[src/hw/dpsb_pkg.sv]
/*
 * Shared constants and types of the data pre-fetch stream buffer.
 * Assumes a 32-bit byte address and 16 MB attribute regions.
 */
package dpsb_pkg;
  localparam int ADDR_W = 32;
  localparam int NENT = 8;
  localparam int ENT_W = 3;
  localparam int NSLOT = 16;
  localparam int SLOT_W = 4;
  localparam int TAG_W = 2;
  localparam int LINE_LSB = 7;
  localparam int HALF_BIT = 6;
  localparam int REGION_LSB = 24;
  localparam int NREGION = 256;
  localparam logic [ADDR_W-1:0] HALF_OFS = 32'h0000_0040;
  localparam logic [ADDR_W-1:0] LINE_OFS = 32'h0000_0080;
  // Regions 12..15 (0x0c000000 upward) power up pre-fetch enabled
  localparam logic [NREGION-1:0] PFX_RST = 256'h0000_f000;
  localparam logic [ENT_W-1:0] PTR_RST = 3'h0;
  localparam logic [TAG_W-1:0] TAG_RST = 2'h0;

  typedef enum logic [2:0] {
    DPSB_KIND_REFETCH = 3'b001,
    DPSB_KIND_FIRST = 3'b010,
    DPSB_KIND_SECOND = 3'b100
  } dpsb_kind_t;
endpackage

[src/hw/dpsb_slot_if.sv]
/*
 * Carrier between the stream buffer top and its slot state table.
 * Assumes both ends run on the same clock.
 */
`timescale 1ns/10ps
`default_nettype none
interface dpsb_slot_if;
  import dpsb_pkg::*;
  logic issue_v;
  logic [SLOT_W-1:0] issue_slot;
  logic [NSLOT-1:0] kill_mask;
  logic cancel_v;
  logic [SLOT_W-1:0] cancel_slot;
  logic [TAG_W-1:0] cancel_tag;
  logic ret_v;
  logic [SLOT_W-1:0] ret_slot;
  logic [TAG_W-1:0] ret_tag;
  logic ret_ok;
  logic [NSLOT-1:0] pend;
  logic [NSLOT-1:0] pres;
  logic [NSLOT-1:0][TAG_W-1:0] tag;
  logic stale;

  modport store (input issue_v, issue_slot, kill_mask, cancel_v,
    cancel_slot, cancel_tag, ret_v, ret_slot, ret_tag, ret_ok,
    output pend, pres, tag, stale);
  modport user (output issue_v, issue_slot, kill_mask, cancel_v,
    cancel_slot, cancel_tag, ret_v, ret_slot, ret_tag, ret_ok,
    input pend, pres, tag, stale);
endinterface
`default_nettype wire

[src/hw/dpsb_stream_buffer.sv]
/*
 * Data pre-fetch stream buffer of the external memory controller.
 * Assumes demand, response and attribute ports come from logic on
 * core_clk and that the shared memory controller echoes slot and tag.
 */
// Overview of operation
// - Eight stream entries, chosen by allocation pointer
// - Entry is 128-byte line, two 64-byte halves
// - L1 hit on one half refetches other
// - Refetch only in L1 mode; L2 triggers only when off, empty or frozen
// - New stream replaces entry at allocation pointer
// - Read hitting buffer or candidate allocates X+64
// - Prefetch X+64 first, X+128 later cycle
// - Reallocation makes older requests stale, dropped
// - Never two valid outstanding per slot
// - Per-region enable bit; regions 12-15 reset one
// - Attribute writes only from supervisor mode
// - Disabled region issues no prefetches, still cached
// - L2 off, empty or frozen means L1 behaviour
// - Address hit with no data or pending request forwards, allocation continues
// - Write on active stream invalidates held data
// - Colliding prefetches discard the earlier one
`timescale 1ns/10ps
`default_nettype none
module dpsb_stream_buffer (
  // Clock and reset
  input wire logic core_clk,
  input wire logic nrst,
  // Demand access from the caches
  input wire logic dem_valid,
  input wire logic [dpsb_pkg::ADDR_W-1:0] dem_addr,
  input wire logic dem_write,
  input wire logic dem_pfable,
  input wire logic dem_from_l1,
  input wire logic cand_hit,
  // Level-2 cache state
  input wire logic l2_enabled,
  input wire logic l2_size_nz,
  input wire logic l2_frozen,
  // Demand answer
  output logic dem_hit,
  output logic dem_wait,
  output logic fwd_valid,
  output logic [dpsb_pkg::ADDR_W-1:0] fwd_addr,
  output logic fwd_write,
  // Pre-fetch request to shared memory controller
  output logic pf_req_valid,
  input wire logic pf_req_ready,
  output logic [dpsb_pkg::ADDR_W-1:0] pf_req_addr,
  output logic [dpsb_pkg::SLOT_W-1:0] pf_req_slot,
  output logic [dpsb_pkg::TAG_W-1:0] pf_req_tag,
  output dpsb_pkg::dpsb_kind_t pf_req_kind,
  // Pre-fetch response
  input wire logic rsp_valid,
  input wire logic [dpsb_pkg::SLOT_W-1:0] rsp_slot,
  input wire logic [dpsb_pkg::TAG_W-1:0] rsp_tag,
  input wire logic rsp_ok,
  output logic stale_drop,
  // Memory attribute pre-fetch enable bits
  input wire logic mar_wr_en,
  input wire logic mar_wr_super,
  input wire logic [7:0] mar_wr_idx,
  input wire logic mar_wr_pfx,
  input wire logic [7:0] mar_rd_idx,
  output logic mar_rd_pfx,
  // Status
  output logic [dpsb_pkg::ENT_W-1:0] alloc_ptr
);
  import dpsb_pkg::*;

  dpsb_slot_if sif ();

  dpsb_slot_table u_table (
    .core_clk(core_clk),
    .nrst(nrst),
    .sif(sif)
  );

  logic [NENT-1:0] ent_v_r;
  logic [ADDR_W-HALF_BIT-1:0] ent_base_r [NENT];
  logic [ENT_W-1:0] ptr_r;
  logic [NREGION-1:0] pfx_r;
  logic out_v_r;
  logic [ADDR_W-1:0] out_addr_r;
  logic [SLOT_W-1:0] out_slot_r;
  logic [TAG_W-1:0] out_tag_r;
  dpsb_kind_t out_kind_r;
  logic h1_v_r;
  logic h2_v_r;
  logic [ADDR_W-1:0] h1_addr_r;
  logic [ADDR_W-1:0] h2_addr_r;
  logic [SLOT_W-1:0] h1_slot_r;
  logic [SLOT_W-1:0] h2_slot_r;
  logic dem_hit_r;
  logic dem_wait_r;
  logic fwd_v_r;
  logic [ADDR_W-1:0] fwd_addr_r;
  logic fwd_wr_r;
  logic mar_rd_r;

  logic hit_any;
  logic [ENT_W-1:0] hit_idx;
  logic hit_half;
  logic [ADDR_W-HALF_BIT-1:0] dem_hw;
  logic [ADDR_W-HALF_BIT-1:0] dem_lo;
  logic [SLOT_W-1:0] hslot;
  logic [SLOT_W-1:0] oslot;
  logic rd;
  logic pf_ok;
  logic l1_mode;
  logic do_alloc;
  logic do_refetch;
  logic load_free;
  logic load_h1;
  logic load_h2;
  logic [ADDR_W-1:0] x64;
  logic [ADDR_W-1:0] x128;
  logic [ADDR_W-1:0] other_addr;
  logic [SLOT_W-1:0] iss_slot;
  logic [NSLOT-1:0] kill;

  // An entry starts on any 64-byte boundary and spans two halves
  assign dem_hw = dem_addr[ADDR_W-1:HALF_BIT];
  assign dem_lo = dem_hw - (ADDR_W-HALF_BIT)'(1);

  always_comb begin
    hit_any = 1'b0;
    hit_idx = '0;
    hit_half = 1'b0;
    for (int i = 0; i < NENT; i++) begin
      if (ent_v_r[i] && ent_base_r[i] == dem_hw) begin
        hit_any = 1'b1;
        hit_idx = ENT_W'(i);
        hit_half = 1'b0;
      end else if (ent_v_r[i] && ent_base_r[i] == dem_lo) begin
        hit_any = 1'b1;
        hit_idx = ENT_W'(i);
        hit_half = 1'b1;
      end
    end
  end

  assign hslot = {hit_idx, hit_half};
  assign oslot = {hit_idx, ~hit_half};
  assign rd = dem_valid && !dem_write;
  assign pf_ok = dem_pfable && pfx_r[dem_addr[ADDR_W-1:REGION_LSB]];
  assign l1_mode = dem_from_l1 || !l2_enabled || !l2_size_nz ||
    l2_frozen;
  assign x64 = dem_addr + HALF_OFS;
  assign x128 = dem_addr + LINE_OFS;
  assign other_addr = hit_half ? dem_addr - HALF_OFS :
    dem_addr + HALF_OFS;

  assign do_alloc = rd && pf_ok && (hit_any || cand_hit);
  // A refetch into the entry being reallocated would fill the new stream
  assign do_refetch = rd && pf_ok && hit_any && l1_mode &&
    !sif.pend[oslot] && !sif.pres[oslot] &&
    !(do_alloc && hit_idx == ptr_r);

  assign load_free = !out_v_r || pf_req_ready;
  assign load_h1 = !do_refetch && !do_alloc && h1_v_r && load_free;
  assign load_h2 = !do_refetch && !do_alloc && !h1_v_r && h2_v_r &&
    load_free;

  always_comb begin
    if (do_refetch) begin
      iss_slot = oslot;
    end else if (load_h1) begin
      iss_slot = h1_slot_r;
    end else begin
      iss_slot = h2_slot_r;
    end
  end

  always_comb begin
    kill = '0;
    if (do_alloc) begin
      kill[{ptr_r, 1'b0}] = 1'b1;
      kill[{ptr_r, 1'b1}] = 1'b1;
    end
    if (dem_valid && dem_write && hit_any) begin
      kill[hslot] = 1'b1;
    end
  end

  assign sif.issue_v = do_refetch || load_h1 || load_h2;
  assign sif.issue_slot = iss_slot;
  assign sif.kill_mask = kill;
  assign sif.cancel_v = do_refetch && out_v_r && !pf_req_ready;
  assign sif.cancel_slot = out_slot_r;
  assign sif.cancel_tag = out_tag_r;
  assign sif.ret_v = rsp_valid;
  assign sif.ret_slot = rsp_slot;
  assign sif.ret_tag = rsp_tag;
  assign sif.ret_ok = rsp_ok;

  // Stream entries and allocation pointer
  always_ff @(posedge core_clk or negedge nrst) begin
    if (!nrst) begin
      ent_v_r <= '0;
      ptr_r <= PTR_RST;
      for (int i = 0; i < NENT; i++) begin
        ent_base_r[i] <= '0;
      end
    end else if (do_alloc) begin
      ent_v_r[ptr_r] <= 1'b1;
      ent_base_r[ptr_r] <= x64[ADDR_W-1:HALF_BIT];
      ptr_r <= ptr_r + 3'h1;
    end
  end

  // Stream pre-fetches waiting for the output stage
  always_ff @(posedge core_clk or negedge nrst) begin
    if (!nrst) begin
      h1_v_r <= 1'b0;
      h2_v_r <= 1'b0;
      h1_addr_r <= '0;
      h2_addr_r <= '0;
      h1_slot_r <= '0;
      h2_slot_r <= '0;
    end else if (do_alloc) begin
      h1_v_r <= 1'b1;
      h2_v_r <= 1'b1;
      h1_addr_r <= x64;
      h2_addr_r <= x128;
      h1_slot_r <= {ptr_r, 1'b0};
      h2_slot_r <= {ptr_r, 1'b1};
    end else begin
      if (load_h1) begin
        h1_v_r <= 1'b0;
      end
      if (load_h2) begin
        h2_v_r <= 1'b0;
      end
    end
  end

  // Output stage; a refetch overwrites an unaccepted request
  always_ff @(posedge core_clk or negedge nrst) begin
    if (!nrst) begin
      out_v_r <= 1'b0;
      out_addr_r <= '0;
      out_slot_r <= '0;
      out_tag_r <= TAG_RST;
      out_kind_r <= DPSB_KIND_REFETCH;
    end else if (sif.issue_v) begin
      out_v_r <= 1'b1;
      out_slot_r <= iss_slot;
      out_tag_r <= sif.tag[iss_slot] + 2'h1;
      if (do_refetch) begin
        out_addr_r <= other_addr;
        out_kind_r <= DPSB_KIND_REFETCH;
      end else if (load_h1) begin
        out_addr_r <= h1_addr_r;
        out_kind_r <= DPSB_KIND_FIRST;
      end else begin
        out_addr_r <= h2_addr_r;
        out_kind_r <= DPSB_KIND_SECOND;
      end
    end else if (pf_req_ready) begin
      out_v_r <= 1'b0;
    end
  end

  // Demand classification
  always_ff @(posedge core_clk or negedge nrst) begin
    if (!nrst) begin
      dem_hit_r <= 1'b0;
      dem_wait_r <= 1'b0;
      fwd_v_r <= 1'b0;
      fwd_addr_r <= '0;
      fwd_wr_r <= 1'b0;
    end else begin
      dem_hit_r <= rd && hit_any && sif.pres[hslot];
      dem_wait_r <= rd && hit_any && !sif.pres[hslot] && sif.pend[hslot];
      fwd_v_r <= dem_valid && !(rd && hit_any &&
        (sif.pres[hslot] || sif.pend[hslot]));
      fwd_addr_r <= dem_addr;
      fwd_wr_r <= dem_write;
    end
  end

  // Per-region pre-fetch enable bits
  always_ff @(posedge core_clk or negedge nrst) begin
    if (!nrst) begin
      pfx_r <= PFX_RST;
      mar_rd_r <= 1'b0;
    end else begin
      if (mar_wr_en && mar_wr_super) begin
        pfx_r[mar_wr_idx] <= mar_wr_pfx;
      end
      mar_rd_r <= pfx_r[mar_rd_idx];
    end
  end

  assign dem_hit = dem_hit_r;
  assign dem_wait = dem_wait_r;
  assign fwd_valid = fwd_v_r;
  assign fwd_addr = fwd_addr_r;
  assign fwd_write = fwd_wr_r;
  assign pf_req_valid = out_v_r;
  assign pf_req_addr = out_addr_r;
  assign pf_req_slot = out_slot_r;
  assign pf_req_tag = out_tag_r;
  assign pf_req_kind = out_kind_r;
  assign stale_drop = sif.stale;
  assign mar_rd_pfx = mar_rd_r;
  assign alloc_ptr = ptr_r;
endmodule
`default_nettype wire

[src/hw/dpsb_slot_table.sv]
/*
 * Per-half slot state: outstanding flag, request tag, data present.
 * Assumes the top gives each issued request the tag current plus one.
 */
`timescale 1ns/10ps
`default_nettype none
module dpsb_slot_table (
  // Clock and reset
  input wire logic core_clk,
  input wire logic nrst,
  // Slot operations
  dpsb_slot_if.store sif
);
  import dpsb_pkg::*;

  logic [NSLOT-1:0] pend_r;
  logic [NSLOT-1:0] pres_r;
  logic [NSLOT-1:0][TAG_W-1:0] tag_r;
  logic stale_r;
  logic [NSLOT-1:0] match;
  logic [NSLOT-1:0] cmatch;

  always_comb begin
    for (int s = 0; s < NSLOT; s++) begin
      // Same-cycle issue or kill already supersedes the returning tag
      match[s] = sif.ret_v && sif.ret_slot == SLOT_W'(s) && pend_r[s] &&
        sif.ret_tag == tag_r[s] && !sif.kill_mask[s] &&
        !(sif.issue_v && sif.issue_slot == SLOT_W'(s));
      cmatch[s] = sif.cancel_v && sif.cancel_slot == SLOT_W'(s) &&
        sif.cancel_tag == tag_r[s];
    end
  end

  always_ff @(posedge core_clk or negedge nrst) begin
    if (!nrst) begin
      tag_r <= '0;
      pend_r <= '0;
    end else begin
      for (int s = 0; s < NSLOT; s++) begin
        if (sif.kill_mask[s] ||
            (sif.issue_v && sif.issue_slot == SLOT_W'(s))) begin
          tag_r[s] <= tag_r[s] + 2'h1;
        end
        if (sif.issue_v && sif.issue_slot == SLOT_W'(s)) begin
          pend_r[s] <= 1'b1;
        end else if (sif.kill_mask[s] || match[s] || cmatch[s]) begin
          pend_r[s] <= 1'b0;
        end
      end
    end
  end

  always_ff @(posedge core_clk or negedge nrst) begin
    if (!nrst) begin
      pres_r <= '0;
    end else begin
      for (int s = 0; s < NSLOT; s++) begin
        if (sif.kill_mask[s]) begin
          pres_r[s] <= 1'b0;
        end else if (match[s] && sif.ret_ok) begin
          pres_r[s] <= 1'b1;
        end
      end
    end
  end

  always_ff @(posedge core_clk or negedge nrst) begin
    if (!nrst) begin
      stale_r <= 1'b0;
    end else begin
      stale_r <= sif.ret_v && !(|match);
    end
  end

  assign sif.pend = pend_r;
  assign sif.pres = pres_r;
  assign sif.tag = tag_r;
  assign sif.stale = stale_r;
endmodule
`default_nettype wire

[config.mk]
export PLATFORM = sky130hd
export DESIGN_NAME = dpsb_stream_buffer
export DESIGN_NICKNAME = d
export VERILOG_FILES = /design/src/hw/dpsb_pkg.sv /design/src/hw/dpsb_slot_if.sv /design/src/hw/dpsb_stream_buffer.sv /design/src/hw/dpsb_slot_table.sv
export SDC_FILE = /design/constraint.sdc
export NUM_CORES = 2
export LEC_CHECK = 0
export BUFFER_PORTS_ARGS = -buffer_cell sky130_fd_sc_hd__buf_2
export CAP_MARGIN = 30
export CORE_MARGIN = 5
export CORE_UTILIZATION = 40
export DETAILED_ROUTE_END_ITERATION = 10
export SYNTH_ARGS = -nofsm -noshare
export SYNTH_HDL_FRONTEND = slang
export SYNTH_SLANG_ARGS = --single-unit
[constraint.sdc]
create_clock -name core_clk -period 5.8 [get_ports core_clk]
set_input_delay 0.58 -clock core_clk [delete_from_list [all_inputs] [get_ports core_clk]]
set_output_delay 0.58 -clock core_clk [all_outputs]
set_load 0.01 [all_outputs]
* After elaboration in Yosys (flattened, before gate mapping)
Cells that the tools add are included.
Operators by class: add/subtract/negate cells 22, order comparisons 16, equality and inequality tests 94, mux-type cells 152, bitwise gates (word level) 5, reduce and logical (&&, ||, !) cells 335
Operators with widths (number):
- $eq A26 B26 Y1 | 16
- $bwmux W256 | 1
- $bwmux W208 | 1
- $logic_and A1 B1 Y1 | 194
- $mux W1 | 114
- $eq A4 B4 Y1 const B | 24
- $mux W32 | 3
- $demux W26 S3 | 1
- $reduce_bool A2 Y1 | 35
- $eq A2 B2 Y1 | 32
- $logic_or A1 B1 Y1 | 56
- $eq A4 B3 Y1 const B | 12
- $logic_not A1 Y1 | 46
- $mux W3 | 14
- $add A2 B1 Y2 const B | 17
- $add A32 B7 Y32 const B | 1
- $add A32 B8 Y32 const B | 1
- $mux W16 | 2
- $sub A32 B7 Y32 const B | 1
- $lt A8 B9 Y1 const B | 3
- $mux W26 | 1
- $sub A26 B1 Y26 const B | 1
- $lt A4 B5 Y1 const B | 5
- $eq A4 B2 Y1 const B | 6
- other kinds (24) | 37
Word-level totals: register bits after elaboration 692, bits of input ports 70, output and inout port bits 83, logic and storage cells 701

* Depth between registers and ports, before layout
depth after elaboration 40, depth in mapped cells 30, gate-level depth less buffers 21

* Cells and area by module
From an unflattened synthesis, not the netlist that was laid out.
Unflattened totals: cells, all modules 4381, area total of the unflattened synthesis 43585.6 um^2
Modules (own cells, without submodules):
- dpsb_stream_buffer | times used 1, cells an instance 4007, area an instance 39770.6 um^2, seq. area each 15471.1 um^2
- dpsb_slot_table | times used 1, cells an instance 374, area an instance 3814.9 um^2, seq. area each 1626.6 um^2

* Least setup slack after synthesis
No wires, ideal clock.
path type input to register, from input port dem_addr[6] (netlist bit), to register out_tag_r[1] (netlist: pf_req_tag[1]), library setup time 0.130 ns, data arrival time 7.445 ns, data required time 5.670 ns, path slack -1.775 ns, stages 28, path buffers 7, path through buf_2 -> buf_1 -> clkbuf_1 -> clkbuf_1 -> inv_1 -> ha_1 -> or3b_2 -> clkbuf_1 -> nor4_4 -> xnor2_1 -> xnor2_1 -> or4_1 -> or4_1 -> or3_1 -> buf_2 -> mux2i_1 -> o31ai_1 -> mux2_2 -> a2111oi_4 -> nand4_1 -> nor4b_4 -> buf_6 -> mux2_2 -> a2111oi_2 -> a22oi_1 -> a311oi_1 -> xnor2_1 -> o21ai_1
On the way: word-level cells in the longest chain between the ends 35, elaborated cells between the ends (all ways) 110, those cells by class add/sub (2); eq/ne (17); mux (53); bitwise (1); reduce/logical (37)
RTL lines:
- start: declaration | RTL line dpsb_stream_buffer.sv:31 | input wire logic [dpsb_pkg::ADDR_W-1:0] dem_addr,
- $sub A26 B1 Y26 (*) | RTL line dpsb_stream_buffer.sv:124 | assign dem_lo = dem_hw - (ADDR_W-HALF_BIT)'(1);
- named net dem_lo[0] | RTL line dpsb_stream_buffer.sv:105 | logic [ADDR_W-HALF_BIT-1:0] dem_lo;
- $eq A26 B26 Y1 | RTL line dpsb_stream_buffer.sv:135 | end else if (ent_v_r[i] && ent_base_r[i] == dem_lo) begin
- $logic_and A1 B1 Y1 | RTL line dpsb_stream_buffer.sv:135
- $mux W1 | RTL line dpsb_stream_buffer.sv:135
- $mux W1 | RTL line dpsb_stream_buffer.sv:131 | if (ent_v_r[i] && ent_base_r[i] == dem_hw) begin
- $mux W1 | RTL line dpsb_stream_buffer.sv:135
- $mux W1 | RTL line dpsb_stream_buffer.sv:131
- (+19 left out)
- $logic_not A1 Y1 | RTL line dpsb_stream_buffer.sv:161, dpsb_stream_buffer.sv:162
- $logic_and A1 B1 Y1 | RTL line dpsb_stream_buffer.sv:161, dpsb_stream_buffer.sv:162
- $logic_and A1 B1 Y1 (2 in series) | RTL line dpsb_stream_buffer.sv:161 | assign load_h1 = !do_refetch && !do_alloc && h1_v_r && load_free;
- $mux W4 | RTL line dpsb_stream_buffer.sv:168 | end else if (load_h1) begin
- $mux W4 | RTL line dpsb_stream_buffer.sv:166 | if (do_refetch) begin
- $bmux W2 S4 | RTL line dpsb_stream_buffer.sv:249 | out_tag_r <= sif.tag[iss_slot] + 2'h1;
- $mux W2 (implied by the code) | RTL line dpsb_stream_buffer.sv:249
- $add A2 B1 Y2 | RTL line dpsb_stream_buffer.sv:249
- end signal: assignment | RTL line dpsb_stream_buffer.sv:249
- end: declaration | RTL line dpsb_stream_buffer.sv:86 | logic [TAG_W-1:0] out_tag_r;
The timed path passes the listed nets; every way through them passes the cells marked *. The select of a mux whose other input is x is not followed. A chain may end at the register's enable or synchronous reset.

* Final worst setup path
from input port dem_addr[11] (netlist bit), to register out_tag_r[1] (netlist: pf_req_tag[1])
On the way: word-level cells in the longest chain between the ends 35, elaborated cells between the ends (all ways) 110, those cells by class add/sub (2); eq/ne (17); mux (53); bitwise (1); reduce/logical (37)
RTL lines (RTL line):
- $sub A26 B1 Y26 | dpsb_stream_buffer.sv:124
- $eq A26 B26 Y1 | dpsb_stream_buffer.sv:135
- $logic_and A1 B1 Y1 | dpsb_stream_buffer.sv:135
- $mux W1 | dpsb_stream_buffer.sv:135
- $mux W1 | dpsb_stream_buffer.sv:131
- $mux W1 | dpsb_stream_buffer.sv:135
- $mux W1 | dpsb_stream_buffer.sv:131
- $mux W1 | dpsb_stream_buffer.sv:135
- (+18 left out)
- $logic_not A1 Y1 | dpsb_stream_buffer.sv:161, dpsb_stream_buffer.sv:162
- $logic_and A1 B1 Y1 | dpsb_stream_buffer.sv:161, dpsb_stream_buffer.sv:162
- $logic_and A1 B1 Y1 (2 in series) | dpsb_stream_buffer.sv:161
- $mux W4 | dpsb_stream_buffer.sv:168
- $mux W4 | dpsb_stream_buffer.sv:166
- $bmux W2 S4 | dpsb_stream_buffer.sv:249
- $mux W2 (implied by the code) | dpsb_stream_buffer.sv:249
- $add A2 B1 Y2 | dpsb_stream_buffer.sv:249
Several ways; a longest one is shown, not always the timed one. The select of a mux whose other input is x is not followed.

==> impl_results.md <==
* Status: complete, but fails checks
* Failing checks: setup timing
* Latest clock arrival within the worst-skew pair at 0.69 ns
* Flop pwr share at 41.0%
* Routed length per instance at 29.1 µm
* Vias/cell at 5.93
* Post-Syn Area at 0.0432 mm²
* Drt pass-1 iters at 6
* Layout fillers at 9,852
* Total GRT Usage at 32.7%
* Top layer in use: met5
* Final cell count without fillers at 6,650
* Worst r2r dst: pf_req_tag[1]$_DFFE_PN0P_
* Dpl cells at 6,449
* Yosys reg bits at 683
* Area delta synth->final at 29.4%
* Worst-case register-to-register setup slack at -0.04 ns
* Cell count after synthesis at 4,378
* Max FO, Critical Path at 10
* DIE WIDTH at 339 µm
* EDFF count, synth at 0
* Dpl hpwl at 146 mm
* Pwr/cell area at 227 mW/mm²
* P_leak at 24.6 nW
* Die Y at 339 µm
* Most instantiated cells after synthesis: dfrtp_1 (678), nand2_1 (481), nor2_1 (446), o21ai_0 (283), mux2_2 (274)
* RSZ-0062 raised after global routing: yes
* Overflow after GRT at 0
* Clock buffer depth at 3
* Via count at 39,500
* I/O pin cnt at 153
* Fraction of layout instances using a drive strength above 1 at 34.9%
* Tmin final at 5.87 ns
* Mapped Avg Cell Area at 9.86 µm²
* Post-Syn Nets at 4,453
* Count leader, synth: dfrtp_1
* Port bufs at 152
* Vias in the first global route at 38,300
* CTS Buf Count at 82
* Worst Path Class, Setup: in -> reg
* R2R depth at 23
* F_max at 0.170 GHz
* Max Slew Vio Count at 0
* Final setup vio count at 2
* Total wire length at 194 mm
* Worst-path clk slew at 0.06 ns
* MaxCap Viol Count at 0
* Synth top area cells: dfrtp_1 (39%), mux4_2 (8.2%), mux2_2 (7.1%)
* Slew margin rel. at 23.3%
* Crit path DAT at 6.44 ns
* Int Power at 8.95 mW
* Data required time of the critical path at 6.37 ns
* # clock sinks at 683
* Initial Utilization at 40.3%
* WL met1 at 83.0 mm
* CP endpoint kind: register
* Row cnt at 120
* Crit start category: primary input
* DR DRC count at 0
* Die area at 0.115 mm²
* Hold Crit Depth at 1
* Comb power frac at 16.8%
* Starting DRT DRC Count at 4,397
* H-tree depth at 3
* Fin Setup TNS at -0.109 ns
* Core area at 0.107 mm²
* DR WL met2 at 86.9 mm
* First-pass GRT wire length at 277 mm
* Synth Warn # at 0
* Final net count at 5,255
* Slew @ Worst Pin at 1.14 ns
* Sequential area share after synthesis at 39.6%
* Worst hold slack at 0.0361 ns
* Worst setup margin at -0.0679 ns
* Hold path start: dem_addr[3]
* Largest net degree at the start of global routing at 174
* WL met3 at 16.2 mm
* Antenna violations before repair at 4
* Switching share of power at 29.4%
* Post-synth ARST share at 100%
* Cell taking the most area after synthesis: dfrtp_1
* Total Power at 12.7 mW
* Cell variety after synth at 101
* FF-to-FF Start: ent_base_r[104]$_DFFE_PN0P_
* Root Driver: clkbuf_16
* Post-synth top area share at 39.3%
* Antenna Nets Post-Route at 0
* Final hold violations at 0
* Placer Congestion at 1.05
* Net Sw Power at 3.73 mW
* Fin crit share at 101%
* Critical path launch point: dem_addr[11]
* CTS tree: yes
* Hold crit path type: in -> reg
* Max VDD drop at 0.225 mV
* Clock share of power at 42.2%
* Hold Crit Endpoint: fwd_addr[3]$_DFF_PN0_
* Post-synth top flop: dfrtp_1
* Final clock skew at 0.0401 ns
## critical path: stages
cell       delay, ns
buf_2           0.12
or4_4           0.66
buf_4           0.22
or4_1           0.62
nor3_2          0.24
a2111oi_4       0.10
buf_4           0.17
o2111ai_1       0.11
nand4b_1        0.25
o22ai_4         0.13
a2111oi_4       0.44
o21ai_2         0.14
mux2_4          0.33
a2111oi_4       0.21
nand4_1         0.21
nor4b_4         0.38
buf_6           0.18
buf_12          0.14
mux2_4          0.34
a2111oi_4       0.23
a22oi_2         0.10
a311oi_2        0.30
xnor2_1         0.15
o21ai_1         0.08
## sequential cells by signal, summed over array words and instances (netlist names), 2 cells and up
name	cells
u_table.sif.tag	32
h1_addr_r	32
pf_req_addr	32
ent_v_r	8
u_table.sif.pend	16
h2_addr_r	26
alloc_ptr	3
fwd_addr	32
pf_req_tag	2
pf_req_kind	3
ent_base_r	208
pfx_r	256
h2_slot_r	4
pf_req_slot	4
u_table.sif.pres	16
## per-layer routing
layer,vias up,track usage (%)
li1,17300,-
met1,19900,46.0
met2,1859,50.6
met3,386,6.22
met4,2,11.6
met5,-,0
## placed cells by master, fill, tap and decap left out, types with 23 or more instances in the layout
cell       netlist  layout
xor2_1         196     194
nand4_1         81      81
xnor2_1        271     262
buf_4            2     822
nand2b_1        45      42
a21oi_1        153     151
xnor3_1         31      31
nor2b_1         42      41
buf_6            5      38
buf_2           22     142
o21ai_0        283     268
clkbuf_1       238      27
nor3_1          78      68
mux2_2         274     272
inv_1           45      42
mux4_2         158     158
a22oi_1         36      26
dfrtp_1        678     678
mux2i_1         90      85
clkbuf_16        0      84
nor2_1         446     441
nand2_1        481     467
nand3_1        111     104
and3_1          23      23
nor4_1          67      49
## kinds of logic after synthesis
logic type / after synthesis / synth area share (%)
xor gates and xnor gates: 498 / 11.1
buffers and inverters: 376 / 3.44
muxes: 524 / 17.5
AOI/OAI and AO/OA: 748 / 11.0
adders and majority gates: 5 / 0.145
and+or+nand+nor: 1544 / 17.2
DFF: 683 / 39.6
## how the worst max path moves through the flow
stage	end	slack, ns	cells after the start
floorplan	pf_req_tag[1]$_DFFE_PN0P_	-1.04	28
global placement	u_table.sif.stale$_DFF_PN0_	-1.74	28
detailed placement	u_table.sif.stale$_DFF_PN0_	-1.58	26
CTS	u_table.sif.stale$_DFF_PN0_	0.003	28
global route	pf_req_tag[1]$_DFFE_PN0P_	-0.22	27
finish	pf_req_tag[1]$_DFFE_PN0P_	-0.07	24
## cell type report
cell class | count | area (µm²) | area share (%)
inverter | 48 | 208 | 0.372
clock buffer | 119 | 2290 | 4.10
tap | 1403 | 1760 | 3.14
multi-input combinational | 3320 | 25900 | 46.3
antenna | 2 | 5.00 | 0.00896
clock inverter | 30 | 458 | 0.820
timing repair buffer | 1045 | 8170 | 14.6
sequential | 683 | 17100 | 30.6
## stage by stage
step / area [µm²] / worst slack [ns] / util [%]
2_1_floorplan: 43600 / -1.04 / -
3_3_place_gp: 51400 / -1.74 / 47.9
3_5_place_dp: 51600 / -1.58 / 48.2
4_1_cts: 54800 / 0.00252 / 51.1
5_1_grt: 55900 / -0.225 / 52.1
6_report: 55900 / -0.0679 / 52.1
## power by group through the flow
stage                     Clock [mW]  Combinational (mW)  Sequential, mW
final                           5.35                2.13            5.19
after global routing            5.64                2.25            5.21
after CTS                       5.44                2.06            5.19
after detailed placement           0                2.04            5.28
after global placement             0                1.98            5.29
after floorplan                    0               0.981            5.25
## what timing repair did
| action | 4_1_cts | 5_1_grt |
|---|---|---|
| setup endpoints to repair | 105 | 77 |
| endpoints found under the hold margin | 68 | 0 |
| hold buffers | 5 | 0 |
| pin swaps | 20 | 40 |
| resized for setup | 66 | 163 |
| setup buffers | 9 | 35 |
| gates cloned | 1 | 2 |
Note: power is estimated with default switching activity, not from simulation.
